File: config.mk
export PLATFORM = sky130hd
export DESIGN_NAME = opled_top
export DESIGN_NICKNAME = d
export VERILOG_FILES = /design/src/opled_pkg.sv /design/src/opled_blink_if.sv /design/src/opled_blink.sv /design/src/opled_top.sv
export SDC_FILE = /design/constraint.sdc
export NUM_CORES = 1
export LEC_CHECK = 0
export BUFFER_PORTS_ARGS = -buffer_cell sky130_fd_sc_hd__buf_4
export CORE_MARGIN = 3
export CORE_UTILIZATION = 34
export DETAILED_ROUTE_END_ITERATION = 10
export SETUP_SLACK_MARGIN = 0.15
export SLEW_MARGIN = 20
export SYNTH_ARGS = -nofsm -noshare
export SYNTH_HDL_FRONTEND = slang
export SYNTH_HIERARCHICAL = 1
export SYNTH_SLANG_ARGS = --single-unit
export TNS_END_PERCENT = 100
File: constraint.sdc
create_clock -name clk_i -period 2.05 [get_ports clk_i]
set_input_delay 0.41 -clock clk_i [delete_from_list [all_inputs] [get_ports clk_i]]
set_output_delay 0.41 -clock clk_i [all_outputs]
set_load 0.01 [all_outputs]
File: src/opled_pkg.sv
// How it works
// - Strap form latched at reset, held after
// - Serial bits active low, bi-color link and speed bits excepted
// - Strap picks 3-bit, 2-bit, bi-color, 1-bit stream
// - Ports 0 to 7, collision bit first in 3-bit and bi-color
// - Collision blinks, else low full, high half
// - 3-bit link bit low, blinks on traffic
// - Bi-color link bit high 100M, low 10M
// - Speed and link bits drive LED pair
// - Serial speed low 100M, high 10M
// - Combined bit: 43 ms or 120 ms by speed
// - Period select zero means 120 ms
// - Strap picks scan line meaning, 11 reserved
// - Scan link lines high, bi-color one only at 100M; speed high 100M
// - Scan duplex high full, blinks on collision
// - Scan receive and transmit lines show activity
package opled_pkg;
    // Clock and blink timing
    localparam int CLK_PERIOD_NS  = 4;        // 250 MHz clock
    localparam int TICK_NS        = 1000000;  // One millisecond
    localparam int CYC_PER_MS     = TICK_NS / CLK_PERIOD_NS;
    localparam int BLINK_FAST_MS  = 43;       // Fast blink period
    localparam int BLINK_SLOW_MS  = 120;      // Slow blink period
    localparam int SHIFT_DIV      = 8;        // Cycles per serial bit
    localparam int SCAN_DIV       = 64;       // Cycles per scanned port
    localparam int NUM_PORTS      = 8;        // Ports served
    // Register offsets (byte addresses)
    localparam logic [3:0] REG_CTRL   = 4'h0; // Control
    localparam logic [3:0] REG_STATUS = 4'h4; // Block state
    localparam logic [3:0] REG_PORTS  = 4'h8; // Port link and speed
    // Control fields and reset values
    localparam int CTRL_BLINK_BIT   = 0;      // blink_period_select
    localparam int CTRL_SCAN_BIT    = 1;      // Scan form enable
    localparam logic CTRL_BLINK_RST = 1'b1;   // 43 ms after reset
    localparam logic CTRL_SCAN_RST  = 1'b0;   // Serial form after reset
    // Strap encodings
    localparam logic [1:0] FORM_3BIT = 2'h0;  // 3-bit / scan mode 0
    localparam logic [1:0] FORM_2BIT = 2'h1;  // 2-bit / scan mode 1
    localparam logic [1:0] FORM_BI   = 2'h2;  // Bi-color / scan mode 2
    localparam logic [1:0] FORM_1BIT = 2'h3;  // 1-bit / reserved
    // Serial shifter states
    typedef enum logic [2:0] {
        SH_IDLE  = 3'h1,
        SH_SHIFT = 3'h2,
        SH_LATCH = 3'h4
    } opled_sh_t;
endpackage

File: src/opled_blink_if.sv
`timescale 1ns/1ps
// Shared blink timebase between generator and LED logic
interface opled_blink_if;
    logic tick;     // One-cycle millisecond pulse
    logic ph_fast;  // Toggles every 43 ms
    logic ph_slow;  // Toggles every 120 ms
    modport gen (output tick, output ph_fast, output ph_slow);
    modport use_ (input tick, input ph_fast, input ph_slow);
endinterface

File: src/opled_blink.sv
`timescale 1ns/1ps
module opled_blink
    import opled_pkg::*;
#(
    parameter int CYC_MS = CYC_PER_MS  // Clock cycles per millisecond
) (
    input  wire logic   clk_i,  // Clock
    input  wire logic   rst_i,  // Synchronous reset
    input  wire logic   ce_i,   // Clock enable
    opled_blink_if.gen  bl      // Blink timebase out
);
    logic [19:0] cyc_q;   // Cycles within a millisecond
    logic [6:0]  fast_q;  // Milliseconds within fast period
    logic [6:0]  slow_q;  // Milliseconds within slow period
    logic        tick_q;  // Millisecond pulse
    logic        pf_q;    // Fast phase
    logic        ps_q;    // Slow phase

    // Free-running millisecond divider shared by every port
    always_ff @(posedge clk_i) begin
        if (rst_i) begin
            cyc_q  <= '0;
            tick_q <= 1'b0;
        end else if (ce_i) begin
            tick_q <= (cyc_q == 20'(CYC_MS - 1));
            if (cyc_q == 20'(CYC_MS - 1)) begin
                cyc_q <= '0;
            end else begin
                cyc_q <= cyc_q + 20'h1;
            end
        end
    end

    // Both phases step on the same tick, so all LEDs stay in step
    always_ff @(posedge clk_i) begin
        if (rst_i) begin
            fast_q <= '0;
            slow_q <= '0;
            pf_q   <= 1'b0;
            ps_q   <= 1'b0;
        end else if (ce_i && tick_q) begin
            if (fast_q == 7'(BLINK_FAST_MS - 1)) begin
                fast_q <= '0;
                pf_q   <= ~pf_q;
            end else begin
                fast_q <= fast_q + 7'h1;
            end
            if (slow_q == 7'(BLINK_SLOW_MS - 1)) begin
                slow_q <= '0;
                ps_q   <= ~ps_q;
            end else begin
                slow_q <= slow_q + 7'h1;
            end
        end
    end

    assign bl.tick    = tick_q;
    assign bl.ph_fast = pf_q;
    assign bl.ph_slow = ps_q;
endmodule

File: src/opled_top.sv
// The address map and the Wishbone register port were chosen for this implementation.
`timescale 1ns/1ps
module opled_top
    import opled_pkg::*;
#(
    parameter int CYC_MS  = CYC_PER_MS, // Cycles per millisecond
    parameter int SH_DIV  = SHIFT_DIV,  // Cycles per serial bit
    parameter int SC_DIV  = SCAN_DIV    // Cycles per scanned port
) (
    input  wire logic        clk_i,          // Clock, 250 MHz
    input  wire logic        rst_i,          // Sync reset, active high
    input  wire logic        ce_i,           // Clock enable
    input  wire logic [1:0]  led_form_strap_i, // Form strap pins
    input  wire logic [7:0]  link_i,         // Link up per port
    input  wire logic [7:0]  spd100_i,       // 100 Mbps per port
    input  wire logic [7:0]  full_dup_i,     // Full duplex per port
    input  wire logic [7:0]  col_i,          // Collision per port
    input  wire logic [7:0]  rx_act_i,       // Receive activity
    input  wire logic [7:0]  tx_act_i,       // Transmit activity
    input  wire logic        wb_cyc_i,       // Wishbone cycle
    input  wire logic        wb_stb_i,       // Wishbone strobe
    input  wire logic        wb_we_i,        // Wishbone write
    input  wire logic [3:0]  wb_adr_i,       // Wishbone byte address
    input  wire logic [3:0]  wb_sel_i,       // Wishbone byte lanes
    input  wire logic [31:0] wb_dat_i,       // Wishbone write data
    output logic      [31:0] wb_dat_o,       // Wishbone read data
    output logic             wb_ack_o,       // Wishbone acknowledge
    output logic             led_sclk_o,     // Serial shift clock
    output logic             led_sdata_o,    // Serial data
    output logic             led_latch_o,    // Serial frame latch
    output logic      [7:0]  scan_sel_o,     // Scan port select
    output logic      [2:0]  scan_status_o   // Scan status lines
);
    // Strap capture
    logic [1:0] strap_m_q;   // First synchroniser stage
    logic [1:0] strap_s_q;   // Second synchroniser stage
    logic [1:0] form_q;      // Latched output form
    logic       form_done_q; // Strap already taken

    // Registers
    logic       blink_sel_q; // blink_period_select
    logic       scan_en_q;   // Scan form instead of serial
    logic       ack_q;       // Registered acknowledge
    logic [31:0] rdat_q;     // Registered read data

    // Per-port indicator lanes
    logic [7:0] act;         // Any traffic
    logic [7:0] col_b;       // Serial collision/duplex
    logic [7:0] la_b;        // Serial link/activity, 3/2-bit
    logic [7:0] spd_b;       // Serial speed
    logic [7:0] lab_b;       // Bi-color link/activity
    logic [7:0] spdb_b;      // Bi-color speed
    logic [7:0] comb_b;      // Serial combined indicator
    logic [7:0] col_s;       // Scan collision/duplex
    logic [7:0] la_s;        // Scan link/activity
    logic       blink;       // Selected blink phase

    // Serial shifter
    opled_sh_t   sh_q;       // Shifter state
    logic [23:0] frame_d;    // Assembled frame
    logic [23:0] frame_q;    // Frame being shifted
    logic [4:0]  nbits_d;    // Frame length by form
    logic [4:0]  nbits_q;    // Frame length held
    logic [4:0]  bit_q;      // Current bit index
    logic [7:0]  div_q;      // Cycles within one bit

    // Scan
    logic [2:0]  port_q;     // Scanned port
    logic [7:0]  sdiv_q;     // Cycles on current port

    opled_blink_if bl ();    // Shared timebase

    opled_blink #(
        .CYC_MS (CYC_MS)
    ) u_blink (
        .clk_i (clk_i),
        .rst_i (rst_i),
        .ce_i  (ce_i),
        .bl    (bl)
    );

    // Strap pins are asynchronous; two stages before use
    always_ff @(posedge clk_i) begin
        if (ce_i) begin
            strap_m_q <= led_form_strap_i;
            strap_s_q <= strap_m_q;
        end
    end

    // Taken once just after reset release, then frozen
    always_ff @(posedge clk_i) begin
        if (rst_i) begin
            form_q      <= FORM_3BIT;
            form_done_q <= 1'b0;
        end else if (ce_i && !form_done_q) begin
            form_q      <= strap_s_q;
            form_done_q <= 1'b1;
        end
    end

    // Zero picks the slow period; scan reuses it too
    assign blink = blink_sel_q ? bl.ph_fast : bl.ph_slow;
    assign act   = rx_act_i | tx_act_i;

    // Per-port indicator encodings, active low on serial except the bi-color pair
    genvar p;
    generate
        for (p = 0; p < NUM_PORTS; p++) begin : g_port
            // Collision blinks, else duplex level
            assign col_b[p]  = col_i[p] ? blink : ~full_dup_i[p];
            // Low when linked, toggles with traffic
            assign la_b[p]   = link_i[p] ? (act[p] & blink) : 1'b1;
            // Low at 100M, high at 10M
            assign spd_b[p]  = ~spd100_i[p];
            // LED pair: link bit at 100M, speed bit at 10M
            assign lab_b[p]  = link_i[p] & ~(act[p] & blink) & spd100_i[p];
            assign spdb_b[p] = link_i[p] & ~(act[p] & blink) & ~spd100_i[p];
            // Speed picks its own period, ignoring select
            assign comb_b[p] = link_i[p] ? (act[p] & (spd100_i[p] ?
                               bl.ph_fast : bl.ph_slow)) : 1'b1;
            // Scan duplex high on full, blinks on collision
            assign col_s[p]  = col_i[p] ? blink : full_dup_i[p];
            // Scan link/activity high, dark blinks on traffic
            assign la_s[p]   = link_i[p] & ~(act[p] & blink);
        end
    endgenerate

    // Frame assembly, port 0 first, collision bit leads in 3-bit and bi-color
    always_comb begin
        frame_d = '0;
        nbits_d = 5'h18;
        for (int i = 0; i < NUM_PORTS; i++) begin
            case (form_q)
                FORM_3BIT: begin
                    frame_d[i*3]   = col_b[i];
                    frame_d[i*3+1] = la_b[i];
                    frame_d[i*3+2] = spd_b[i];
                end
                FORM_2BIT: begin
                    frame_d[i*2]   = spd_b[i];
                    frame_d[i*2+1] = la_b[i];
                end
                FORM_BI: begin
                    frame_d[i*3]   = col_b[i];
                    frame_d[i*3+1] = lab_b[i];
                    frame_d[i*3+2] = spdb_b[i];
                end
                default: begin
                    frame_d[i]     = comb_b[i];
                end
            endcase
        end
        case (form_q)
            FORM_2BIT: nbits_d = 5'h10;
            FORM_1BIT: nbits_d = 5'h08;
            default:   nbits_d = 5'h18;
        endcase
    end

    // Serial shifter: one frame per millisecond tick
    always_ff @(posedge clk_i) begin
        if (rst_i) begin
            sh_q    <= SH_IDLE;
            frame_q <= '0;
            nbits_q <= '0;
            bit_q   <= '0;
            div_q   <= '0;
        end else if (ce_i) begin
            case (sh_q)
                SH_IDLE: begin
                    div_q <= '0;
                    bit_q <= '0;
                    if (bl.tick && !scan_en_q && form_done_q) begin
                        frame_q <= frame_d;
                        nbits_q <= nbits_d;
                        sh_q    <= SH_SHIFT;
                    end
                end
                SH_SHIFT: begin
                    if (div_q == 8'(SH_DIV - 1)) begin
                        div_q <= '0;
                        if (bit_q == nbits_q - 5'h01) begin
                            sh_q <= SH_LATCH;
                        end else begin
                            bit_q <= bit_q + 5'h01;
                        end
                    end else begin
                        div_q <= div_q + 8'h1;
                    end
                end
                SH_LATCH: begin
                    if (div_q == 8'(SH_DIV - 1)) begin
                        div_q <= '0;
                        sh_q  <= SH_IDLE;
                    end else begin
                        div_q <= div_q + 8'h1;
                    end
                end
                default: sh_q <= SH_IDLE;
            endcase
        end
    end

    // Serial pins from flops; clock rises mid-bit
    always_ff @(posedge clk_i) begin
        if (rst_i) begin
            led_sclk_o  <= 1'b0;
            led_sdata_o <= 1'b1;
            led_latch_o <= 1'b0;
        end else if (ce_i) begin
            led_sclk_o  <= (sh_q == SH_SHIFT) && (div_q >= 8'(SH_DIV / 2));
            led_sdata_o <= (sh_q == SH_SHIFT) ? frame_q[bit_q] : 1'b1;
            led_latch_o <= (sh_q == SH_LATCH);
        end
    end

    // Scan walks ports at a fixed cadence
    always_ff @(posedge clk_i) begin
        if (rst_i) begin
            port_q <= '0;
            sdiv_q <= '0;
        end else if (ce_i) begin
            if (sdiv_q == 8'(SC_DIV - 1)) begin
                sdiv_q <= '0;
                port_q <= port_q + 3'h1;
            end else begin
                sdiv_q <= sdiv_q + 8'h1;
            end
        end
    end

    // Scan lines by strap; reserved form stays dark
    always_ff @(posedge clk_i) begin
        if (rst_i) begin
            scan_sel_o    <= '0;
            scan_status_o <= '0;
        end else if (ce_i) begin
            scan_sel_o    <= scan_en_q ? (8'h01 << port_q) : 8'h00;
            scan_status_o <= 3'h0;
            if (scan_en_q) begin
                case (form_q)
                    FORM_3BIT: scan_status_o <= {col_s[port_q],
                        la_s[port_q], spd100_i[port_q]};
                    FORM_2BIT: scan_status_o <= {rx_act_i[port_q],
                        tx_act_i[port_q], link_i[port_q]};
                    FORM_BI:   scan_status_o <= {1'b0,
                        lab_b[port_q], 1'b0};
                    default:   scan_status_o <= 3'h0;
                endcase
            end
        end
    end

    // Control register: byte lane 0 only
    always_ff @(posedge clk_i) begin
        if (rst_i) begin
            blink_sel_q <= CTRL_BLINK_RST;
            scan_en_q   <= CTRL_SCAN_RST;
        end else if (ce_i && wb_cyc_i && wb_stb_i && !ack_q && wb_we_i
                     && wb_adr_i == REG_CTRL && wb_sel_i[0]) begin
            blink_sel_q <= wb_dat_i[CTRL_BLINK_BIT];
            scan_en_q   <= wb_dat_i[CTRL_SCAN_BIT];
        end
    end

    // Answer one cycle after the strobe; unmapped reads zero
    always_ff @(posedge clk_i) begin
        if (rst_i) begin
            ack_q  <= 1'b0;
            rdat_q <= '0;
        end else if (ce_i) begin
            ack_q  <= wb_cyc_i && wb_stb_i && !ack_q;
            rdat_q <= '0;
            case (wb_adr_i)
                REG_CTRL:   rdat_q <= {30'h0, scan_en_q, blink_sel_q};
                REG_STATUS: rdat_q <= {27'h0, form_done_q, blink,
                                       sh_q != SH_IDLE, form_q};
                REG_PORTS:  rdat_q <= {16'h0, spd100_i, link_i};
                default:    rdat_q <= '0;
            endcase
        end
    end

    assign wb_ack_o = ack_q;
    assign wb_dat_o = rdat_q;
endmodule

==> flow_metrics.py, run 1 <==
metrics = {
    "worst_setup_path": {
        "path_cells": "or4_4, or3_4, a311oi_4, o21ai_1, a32oi_1, nor2_1",
        "critPathBufInv": 0,
        "end_kind": "flip-flop",
        "crit_fanout": 5,
        "path_class": "flip-flop to flip-flop",
        "setup.worst_path.start_class": "flip-flop",
        "cpPeakStageDelay_ns": 0.53,
        "cp_top_family": "simple AND/OR/NAND/NOR gates",
        "worstPathRequired_ns": 2.34,
        "cpMaxStageDelayCell": "or4_4",
        "critPathArrivalTime_ns": 2.29,
    },
    "timing": {
        "hold_viol_final": 0,
        "post-route-period-util_pct": 97.6,
        "fmax_ghz": 0.500,
        "rsz0062_at_grt": "true",
        "final.setup.worst_slack_ns": 0.0494,
        "slew_headroom_pct": 64.7,
        "drv_slew": 0,
        "tns_ns": 0,
        "fin_skew_ns": 0.00651,
        "finalSetupViolations": 0,
        "period_needed_ns": 2.00,
        "worst_slew_pin_slew_ns": 0.529,
    },
    "run": {
        "drv_cap": 0,
    },
    "global_route": {
        "grt_overflow": 0,
        "grt_usage_pct": 18.1,
        "first_global_vias": 6198,
        "grt_pass1_wl_mm": 32.8,
        "antenna_found_initial": 0,
        "grt_max_degree": 42,
    },
    "clock_network": {
        "clock_latency_ns": 0.42,
        "clk_pin_slew_worst_paths_ns": 0.06,
        "tritoncts": "yes",
        "cts_sinks": 130,
        "cts_buffers": 17,
        "htree_levels": 4,
        "clockBufferDepth": 2,
        "clockRootBuffer": "clkbuf_16",
    },
    "placement": {
        "dp_slack_ns": -0.0677,
        "place_congestion": 0.887,
        "dp_hpwl_mm": 15.0,
        "io_buffers": 93,
    },
    "routing": {
        "dr_total_vias": 6562,
        "drtPass1Iterations": 5,
        "dr.first_iter.drc_count": 413,
        "vias_per_cell": 5.22,
        "wire_per_inst_um": 16.1,
        "drtAntennaViolNets": 0,
        "drc": 0,
        "drt_wl_total_mm": 20.3,
    },
    "floorplanning": {
        "die_y_um": 152,
        "fp-row-count": 52,
        "core_area_um2": 20500,
        "die_area_um2": 23000,
        "io-pin-count": 143,
        "die_x_um": 152,
        "start_util_pct": 35.1,
    },
    "power_and_ir_drop": {
        "p_total_mw": 6.37,
        "p_per_area_nw_per_um2": 693,
        "leakage_nw": 3.49,
        "vdd_drop_max_uv": 561,
    },
    "synth": {
        "synth-edff-count": 4,
        "netlist_instances": 861,
        "synthTopCellsByArea": "dfxtp_1, nor2_1, mux4_2",
        "yosysUniqueCellTypes": 65,
        "ys_ff_latch": 130,
        "synth_top_area_share_pct": 35.0,
        "async_flop_share_pct": 0,
        "syn_area_um2": 7200,
        "ys_warn_count": 6,
        "synth_ff_type": "dfxtp_1",
        "postSynthAreaPerCell_um2": 8.36,
        "synth_top_area_cell": "dfxtp_1",
        "ys_seq_area_share_pct": 36.7,
    },
    "finish": {
        "layout-drive-gt1-share_pct": 22.8,
        "nets": 1084,
        "diodes": 0,
        "final_cell_mix": "buf_4, nor2_1, dfxtp_1",
        "fillerInstances": 2045,
        "layout_commonest_cell": "buf_4",
        "fin_util_pct": 44.8,
        "syn_to_final_growth_pct": 27.6,
    },
    "min_path": {
        "worstHoldPathType": "primary input to flip-flop",
    },
    "outcome": {
        "status": "complete, no violations",
    },
}
[registers in the layout (all words and copies together) (netlist names), 7 cells and up]
name            flops
scan_sel_o          8
wb_dat_o           16
u_blink/fast_q      7
div_q               8
sdiv_q              8
u_blink/slow_q      7
frame_q            24
u_blink/cyc_q      20
[synthesized netlist by cell type (6+ instances only)]
| cell | n |
|---|---|
| a211oi_1 | 24 |
| a21oi_1 | 63 |
| a31oi_1 | 6 |
| and3_1 | 11 |
| buf_2 | 6 |
| buf_4 | 16 |
| clkbuf_1 | 46 |
| dfxtp_1 | 126 |
| ha_1 | 14 |
| inv_1 | 15 |
| mux2i_1 | 24 |
| mux4_2 | 16 |
| nand2_1 | 55 |
| nand2b_1 | 17 |
| nand3_1 | 23 |
| nand4_1 | 20 |
| nor2_1 | 139 |
| nor2b_1 | 27 |
| nor3_1 | 20 |
| nor4_1 | 6 |
| o211ai_1 | 10 |
| o21a_1 | 6 |
| o21ai_0 | 36 |
| xnor2_1 | 18 |
| xor2_1 | 30 |
[cell families after synthesis]
logic type / Yosys count / synth area share [%]
xor+xnor: 48 / 5.84
compound gates: 182 / 16.2
flops: 130 / 36.7
buf+inv: 89 / 5.79
other cells: 1 / 0.0521
mux: 42 / 8.69
simple gates: 355 / 24.3
fa+ha+maj: 14 / 2.43
[metrics by stage]
step / area [um^2] / instances / hold WS [ns]
after global routing: 9190 / 1257 / 0.158
after detailed placement: 8430 / 1223 / 0.416
final: 9190 / 1257 / 0.176
after floorplan: 7260 / 876 / 0.400
after global placement: 8430 / 1223 / 0.408
after CTS: 9110 / 1255 / 0.162
[final timing paths]
path / from / end / slack (ns) / depth (start not counted)
setup / recovery: div_q[7]$_SDFFE_PP0P_ / bit_q[1]$_SDFFE_PP0P_ / 0.05 / 6
setup reg to reg: div_q[7]$_SDFFE_PP0P_ / bit_q[1]$_SDFFE_PP0P_ / 0.05 / 6
hold reg to reg: strap_m_q[0]$_DFFE_PP_ / strap_s_q[0]$_DFFE_PP_ / 0.43 / 0
hold / removal: led_form_strap_i[1] / strap_m_q[1]$_DFFE_PP_ / 0.18 / 1
[power breakdown]
| part | internal [mW] | switching (mW) | leakage, nW |
|---|---|---|---|
| combinational | 0.214 | 0.287 | 2.12 |
| clock | 2.20 | 1.08 | 0.320 |
| sequential | 2.56 | 0.0192 | 1.06 |
[repair_timing]
item	in CTS	in global routing
pin swaps	7	4
hold buffers	0	0
setup buffers	0	2
endpoints found under the setup margin	12	34
gates resized for setup	9	18
[area by class of cell]
cell class              instances  area, um^2  share of cell area [%]
clock inverters                 8         148                    1.61
repair buffers                152        1210                    13.2
multi-input cells             657        4280                    46.6
well taps                     270         338                    3.68
flip-flops and latches        130        2650                    28.8
clock buffers                  24         502                    5.46
inverters                      16        60.1                   0.654
[routing by layer]
metal,global-route usage [%],share of wire (%),vias to the layer above
met4,4.45,1.6,0
met1,25.5,46,3096
met2,28.6,47,177
met3,3.60,5.5,27
met5,0,0,-
li1,-,-,3262
(Power assumes the default switching activity.)
==> run 2: changes to the inputs <==
Settings changed: ABC_AREA set to 1.
==> flow_metrics.py, run 2 <==
metrics = {
    "clock_network": {
        "post-cts-setup-buffer-count": 0,
        "clockRootBuffer": "clkbuf_16",
        "cts_hold_buffers": 0,
        "clk_pin_slew_worst_paths_ns": 0.06,
        "clock_latency_ns": 0.41,
        "tritoncts": "yes",
        "cts_sinks": 130,
        "htree_levels": 4,
        "clockBufferDepth": 2,
        "cts_resized": 0,
        "cts_buffers": 17,
    },
    "floorplanning": {
        "io-pin-count": 143,
        "core_area_um2": 21400,
        "die_area_um2": 24000,
        "fp-row-count": 53,
        "die_y_um": 155,
        "die_x_um": 155,
        "start_util_pct": 35.2,
    },
    "outcome": {
        "status": "complete, no violations",
    },
    "timing": {
        "fin_skew_ns": 0.00527,
        "slew_headroom_pct": 66.7,
        "drv_slew": 0,
        "rsz0062_at_grt": "false",
        "hold_viol_final": 0,
        "worst_slew_pin_slew_ns": 0.498,
        "period_needed_ns": 1.65,
        "fmax_ghz": 0.605,
        "post-route-period-util_pct": 80.6,
        "tns_ns": 0,
        "finalSetupViolations": 0,
    },
    "routing": {
        "vias_per_cell": 5.06,
        "dr.first_iter.drc_count": 423,
        "wire_per_inst_um": 14.7,
        "drtAntennaViolNets": 0,
        "drtPass1Iterations": 5,
        "dr_total_vias": 7399,
        "drt_wl_total_mm": 21.5,
        "drc": 0,
    },
    "placement": {
        "io_buffers": 93,
        "dp_hpwl_mm": 16.3,
        "place_congestion": 0.870,
        "placed_cells": 1429,
    },
    "synth": {
        "synth_top_area_share_pct": 33.4,
        "syn_area_um2": 7540,
        "synth-edff-count": 4,
        "synth_ff_type": "dfxtp_1",
        "synth.most_common_cell": "nand2_1",
        "synthTopCellsByCount": "nand2_1, nor2_1, dfxtp_1",
        "netlist_instances": 1076,
        "ys_seq_area_share_pct": 35.0,
        "synth_top_area_cell": "dfxtp_1",
        "ys_warn_count": 6,
        "postSynthAreaPerCell_um2": 7.01,
        "ys_ff_latch": 130,
        "yosysUniqueCellTypes": 55,
        "async_flop_share_pct": 0,
        "synthTopCellsByArea": "dfxtp_1, nand2_1, a21oi_1",
    },
    "worst_setup_path": {
        "setup.worst_path.start_class": "flip-flop",
        "path_class": "flip-flop to flip-flop",
        "end_kind": "flip-flop",
        "critPathArrivalTime_ns": 1.95,
        "worstPathRequired_ns": 2.35,
        "cpPeakStageDelay_ns": 0.36,
        "path_cells": "nor3_4, nand2_2, nor3_4, buf_4, o21ai_1, a211oi_2, a211oi_2",
        "cpMaxStageDelayCell": "dfxtp_1",
        "crit_fanout": 11,
    },
    "global_route": {
        "grt_usage_pct": 17.6,
        "antenna_found_initial": 0,
        "grt_overflow": 0,
        "grt_pass1_wl_mm": 34.6,
        "grt_max_degree": 46,
        "first_global_vias": 6833,
    },
    "finish": {
        "layout_commonest_cell": "nand2_1",
        "diodes": 0,
        "finalNonFillerCells": 1461,
        "final_cell_mix": "nand2_1, nor2_1, dfxtp_1",
        "syn_to_final_growth_pct": 20.9,
        "layout-drive-gt1-share_pct": 19.1,
        "regMostFlops": "frame_q",
        "largest_reg_flops": 24,
        "nets": 1283,
    },
    "min_path": {
        "worstHoldPathType": "primary input to flip-flop",
    },
    "power_and_ir_drop": {
        "leakage_nw": 3.85,
        "p_per_area_nw_per_um2": 676,
        "vdd_drop_max_uv": 565,
    },
    "run": {
        "drv_cap": 0,
    },
}
-- run 2: cell types whose count changed in the layout (fill, tap and decap cells not counted), sizes merged, moves of 30 or more --
cell	before	now
a21oi	63	107
o21ai	36	105
buf	152	122
nand3	23	65
nand2	55	210
inv	15	105
-- run 2: layout make-up --
type                    instances  area [um^2]
fillers                      2197        12300
well taps                     275          344
inverters                     107          409
multi-input cells             795         4190
clock inverters                10          109
clock buffers                  22          474
flip-flops and latches        130         2640
repair buffers                122          953
-- run 2: layer usage --
metal / wire length, um / vias up / GRT usage [%] / part of all wire, %
met5: 0 / - / 0 / 0
met3: 1090 / 32 / 3.20 / 5.1
met2: 10100 / 199 / 28.8 / 47
met1: 9900 / 3402 / 23.7 / 46
met4: 423 / 0 / 5.51 / 2.0
li1: - / 3766 / - / -
-- run 2: cells by family (layout without fill, tap and decap cells) --
group                      after synthesis  count (layout)  synth area share (%)
and+or+nand+nor                        481             481                  30.1
AOI/OAI and AO/OA                      265             265                  20.0
buffers and inverters                  166             261                  10.2
DFF                                    130             130                  35.0
xor gates and xnor gates                17              17                  1.97
adders and majority gates               14              14                  2.32
muxes                                    2               2                 0.265
other                                    1              16                0.0497
-- run 2: path summary, 6_finish.rpt --
kind                               start                      end  slack (ns)  depth (start not counted)
setup / recovery    sh_q[2]$_SDFFE_PP0P_  frame_q[0]$_SDFFE_PP0P_        0.40                          7
hold / removal       led_form_strap_i[1]   strap_m_q[1]$_DFFE_PP_        0.17                          1
setup reg to reg    sh_q[2]$_SDFFE_PP0P_  frame_q[0]$_SDFFE_PP0P_        0.40                          7
hold reg to reg   strap_m_q[1]$_DFFE_PP_   strap_s_q[1]$_DFFE_PP_        0.43                          0
-- run 2: through the flow --
step	total power [mW]	area [um^2]	hold slack, ns	utilization [%]	setup slack (ns)
floorplan	2.97	7600	0.400	-	0.601
global placement	3.23	8530	0.407	39.8	0.305
detailed placement	3.23	8530	0.409	39.8	0.297
CTS	6.23	9120	0.150	42.6	0.348
global route	6.38	9120	0.150	42.6	0.188
finish	6.17	9120	0.169	42.6	0.397
-- run 2: power by group --
part	total [mW]	internal (mW)	switching [mW]
sequential	2.60	2.58	0.0254
combinational	0.576	0.233	0.343
clock	2.99	1.88	1.11
-- run 2: worst max-delay path, delay by kind of cell (launching register included) --
family / cells / cell delay, ns
AOI/OAI and AO/OA: 3 / 0.31
buffers and inverters: 1 / 0.23
DFF: 1 / 0.36
and+or+nand+nor: 3 / 0.64
==> run 3: changes to the inputs <==
Clock period 2.05 ns to 1.6 ns, I/O delays scaled along.
==> flow_metrics.py, run 3 (synthesized netlist as in run 2, its figures left out) <==
metrics = {
    "global_route": {
        "grt_pass1_wl_mm": 35.8,
        "grt_max_degree": 46,
        "antenna_found_initial": 0,
        "grt_usage_pct": 18.2,
        "grt_overflow": 0,
        "first_global_vias": 7162,
    },
    "clock_network": {
        "clk_pin_slew_worst_paths_ns": 0.06,
        "clockBufferDepth": 2,
        "clock_latency_ns": 0.42,
        "tritoncts": "yes",
        "htree_levels": 4,
        "cts_buffers": 17,
        "clockRootBuffer": "clkbuf_16",
        "cts_sinks": 130,
    },
    "timing": {
        "rsz0062_at_grt": "true",
        "final.setup.worst_slack_ns": 0.0397,
        "hold_viol_final": 0,
        "tns_ns": 0,
        "period_needed_ns": 1.56,
        "fmax_ghz": 0.641,
        "drv_slew": 0,
        "finalSetupViolations": 0,
        "post-route-period-util_pct": 97.5,
        "fin_skew_ns": 0.0115,
    },
    "floorplanning": {
        "io-pin-count": 143,
        "start_util_pct": 35.2,
        "die_y_um": 155,
        "die_area_um2": 24000,
        "die_x_um": 155,
        "fp-row-count": 53,
        "core_area_um2": 21400,
    },
    "finish": {
        "layout_commonest_cell": "nand2_1",
        "final_cell_mix": "nand2_1, buf_4, nor2_1",
        "diodes": 0,
        "nets": 1345,
        "layout-drive-gt1-share_pct": 30.0,
        "regMostFlops": "frame_q",
        "multi_input_area_um2": 4600,
        "largest_reg_flops": 24,
        "ff_latch_area_um2": 2670,
        "fillerInstances": 2114,
        "fin_util_pct": 47.2,
        "syn_to_final_growth_pct": 34.1,
    },
    "routing": {
        "vias_per_cell": 5.07,
        "drtPass1Iterations": 5,
        "dr_total_vias": 7723,
        "drc": 0,
        "drt_wl_total_mm": 23.2,
        "drtAntennaViolNets": 0,
        "dr.first_iter.drc_count": 554,
        "wire_per_inst_um": 15.2,
    },
    "min_path": {
        "worstHoldPathType": "primary input to flip-flop",
    },
    "worst_setup_path": {
        "setup.worst_path.start_class": "flip-flop",
        "critPathArrivalTime_ns": 1.87,
        "crit_fanout": 4,
        "end_kind": "flip-flop",
        "path_class": "flip-flop to flip-flop",
        "worstPathRequired_ns": 1.91,
    },
    "outcome": {
        "status": "complete, no violations",
    },
    "power_and_ir_drop": {
        "vdd_drop_max_uv": 744,
        "p_per_area_nw_per_um2": 768,
        "leakage_nw": 4.24,
    },
    "placement": {
        "io_buffers": 93,
        "dp_slack_ns": 0.0119,
        "place_congestion": 0.886,
        "dp_hpwl_mm": 16.5,
    },
    "run": {
        "drv_cap": 0,
    },
}
## run 3: final cells by class
cell class | count | share of cell area, %
clock buffer | 23 | 4.53
inverter | 107 | 4.32
timing repair buffer | 181 | 15.0
multi-input combinational | 797 | 45.5
tap | 275 | 3.40
timing repair inverter | 1 | 0.0742
sequential | 130 | 26.4
clock inverter | 9 | 0.816
## run 3: worst max-delay path, cell delays in order (launching register included)
cell and delay (ns):
dfxtp_2 0.34, buf_6 0.13, nor2_4 0.11, nand2_4 0.07, buf_4 0.14, nand2_2 0.06, inv_2 0.06, nor2_4 0.11
nand2_4 0.09, nor2_4 0.16, nand3_2 0.08, nand3_2 0.06, nor2_1 0.04
## run 3: path summary, 6_finish.rpt
check                         startpoint                endpoint  slack (ns)  cells past startpoint
hold reg to reg   strap_m_q[0]$_DFFE_PP_  strap_s_q[0]$_DFFE_PP_        0.42                      0
setup / recovery    sh_q[2]$_SDFFE_PP0P_   bit_q[4]$_SDFFE_PP0P_        0.04                     12
setup reg to reg    sh_q[2]$_SDFFE_PP0P_   bit_q[4]$_SDFFE_PP0P_        0.04                     12
hold / removal       led_form_strap_i[0]  strap_m_q[0]$_DFFE_PP_        0.07                      1
## run 3: layer usage
layer	GRT usage, %	wire length [um]	vias to the layer above
li1	-	-	3888
met1	24.1	10400	3604
met2	30.9	11300	210
met3	3.37	1260	21
met4	4.33	242	0
met5	0	0	-
## run 3: per-stage QoR
| step | hold WS, ns | instances | power, mW | area, um^2 |
|---|---|---|---|---|
| after CTS | 0.0621 | 1501 | 7.79 | 9460 |
| after floorplan | 0.400 | 1091 | 3.80 | 7600 |
| after detailed placement | 0.405 | 1459 | 4.16 | 8760 |
| final | 0.0727 | 1523 | 7.76 | 10100 |
| after global placement | 0.409 | 1459 | 4.16 | 8760 |
| after global routing | 0.0639 | 1523 | 8.06 | 10100 |
## run 3: report_power, final
part / switching [mW] / total (mW) / internal, mW
logic: 0.483 / 0.819 / 0.336
registers: 0.0312 / 3.33 / 3.30
clock network: 1.45 / 3.62 / 2.17
## run 3: what timing repair did
item                       in CTS  in global routing
gates cloned                    1                  6
hold endpoints to repair        0                  0
pin swaps                       7                 28
hold buffers                    0                  0
setup endpoints to repair      44                 63
buffers inserted                9                 16
resized for setup              31                132
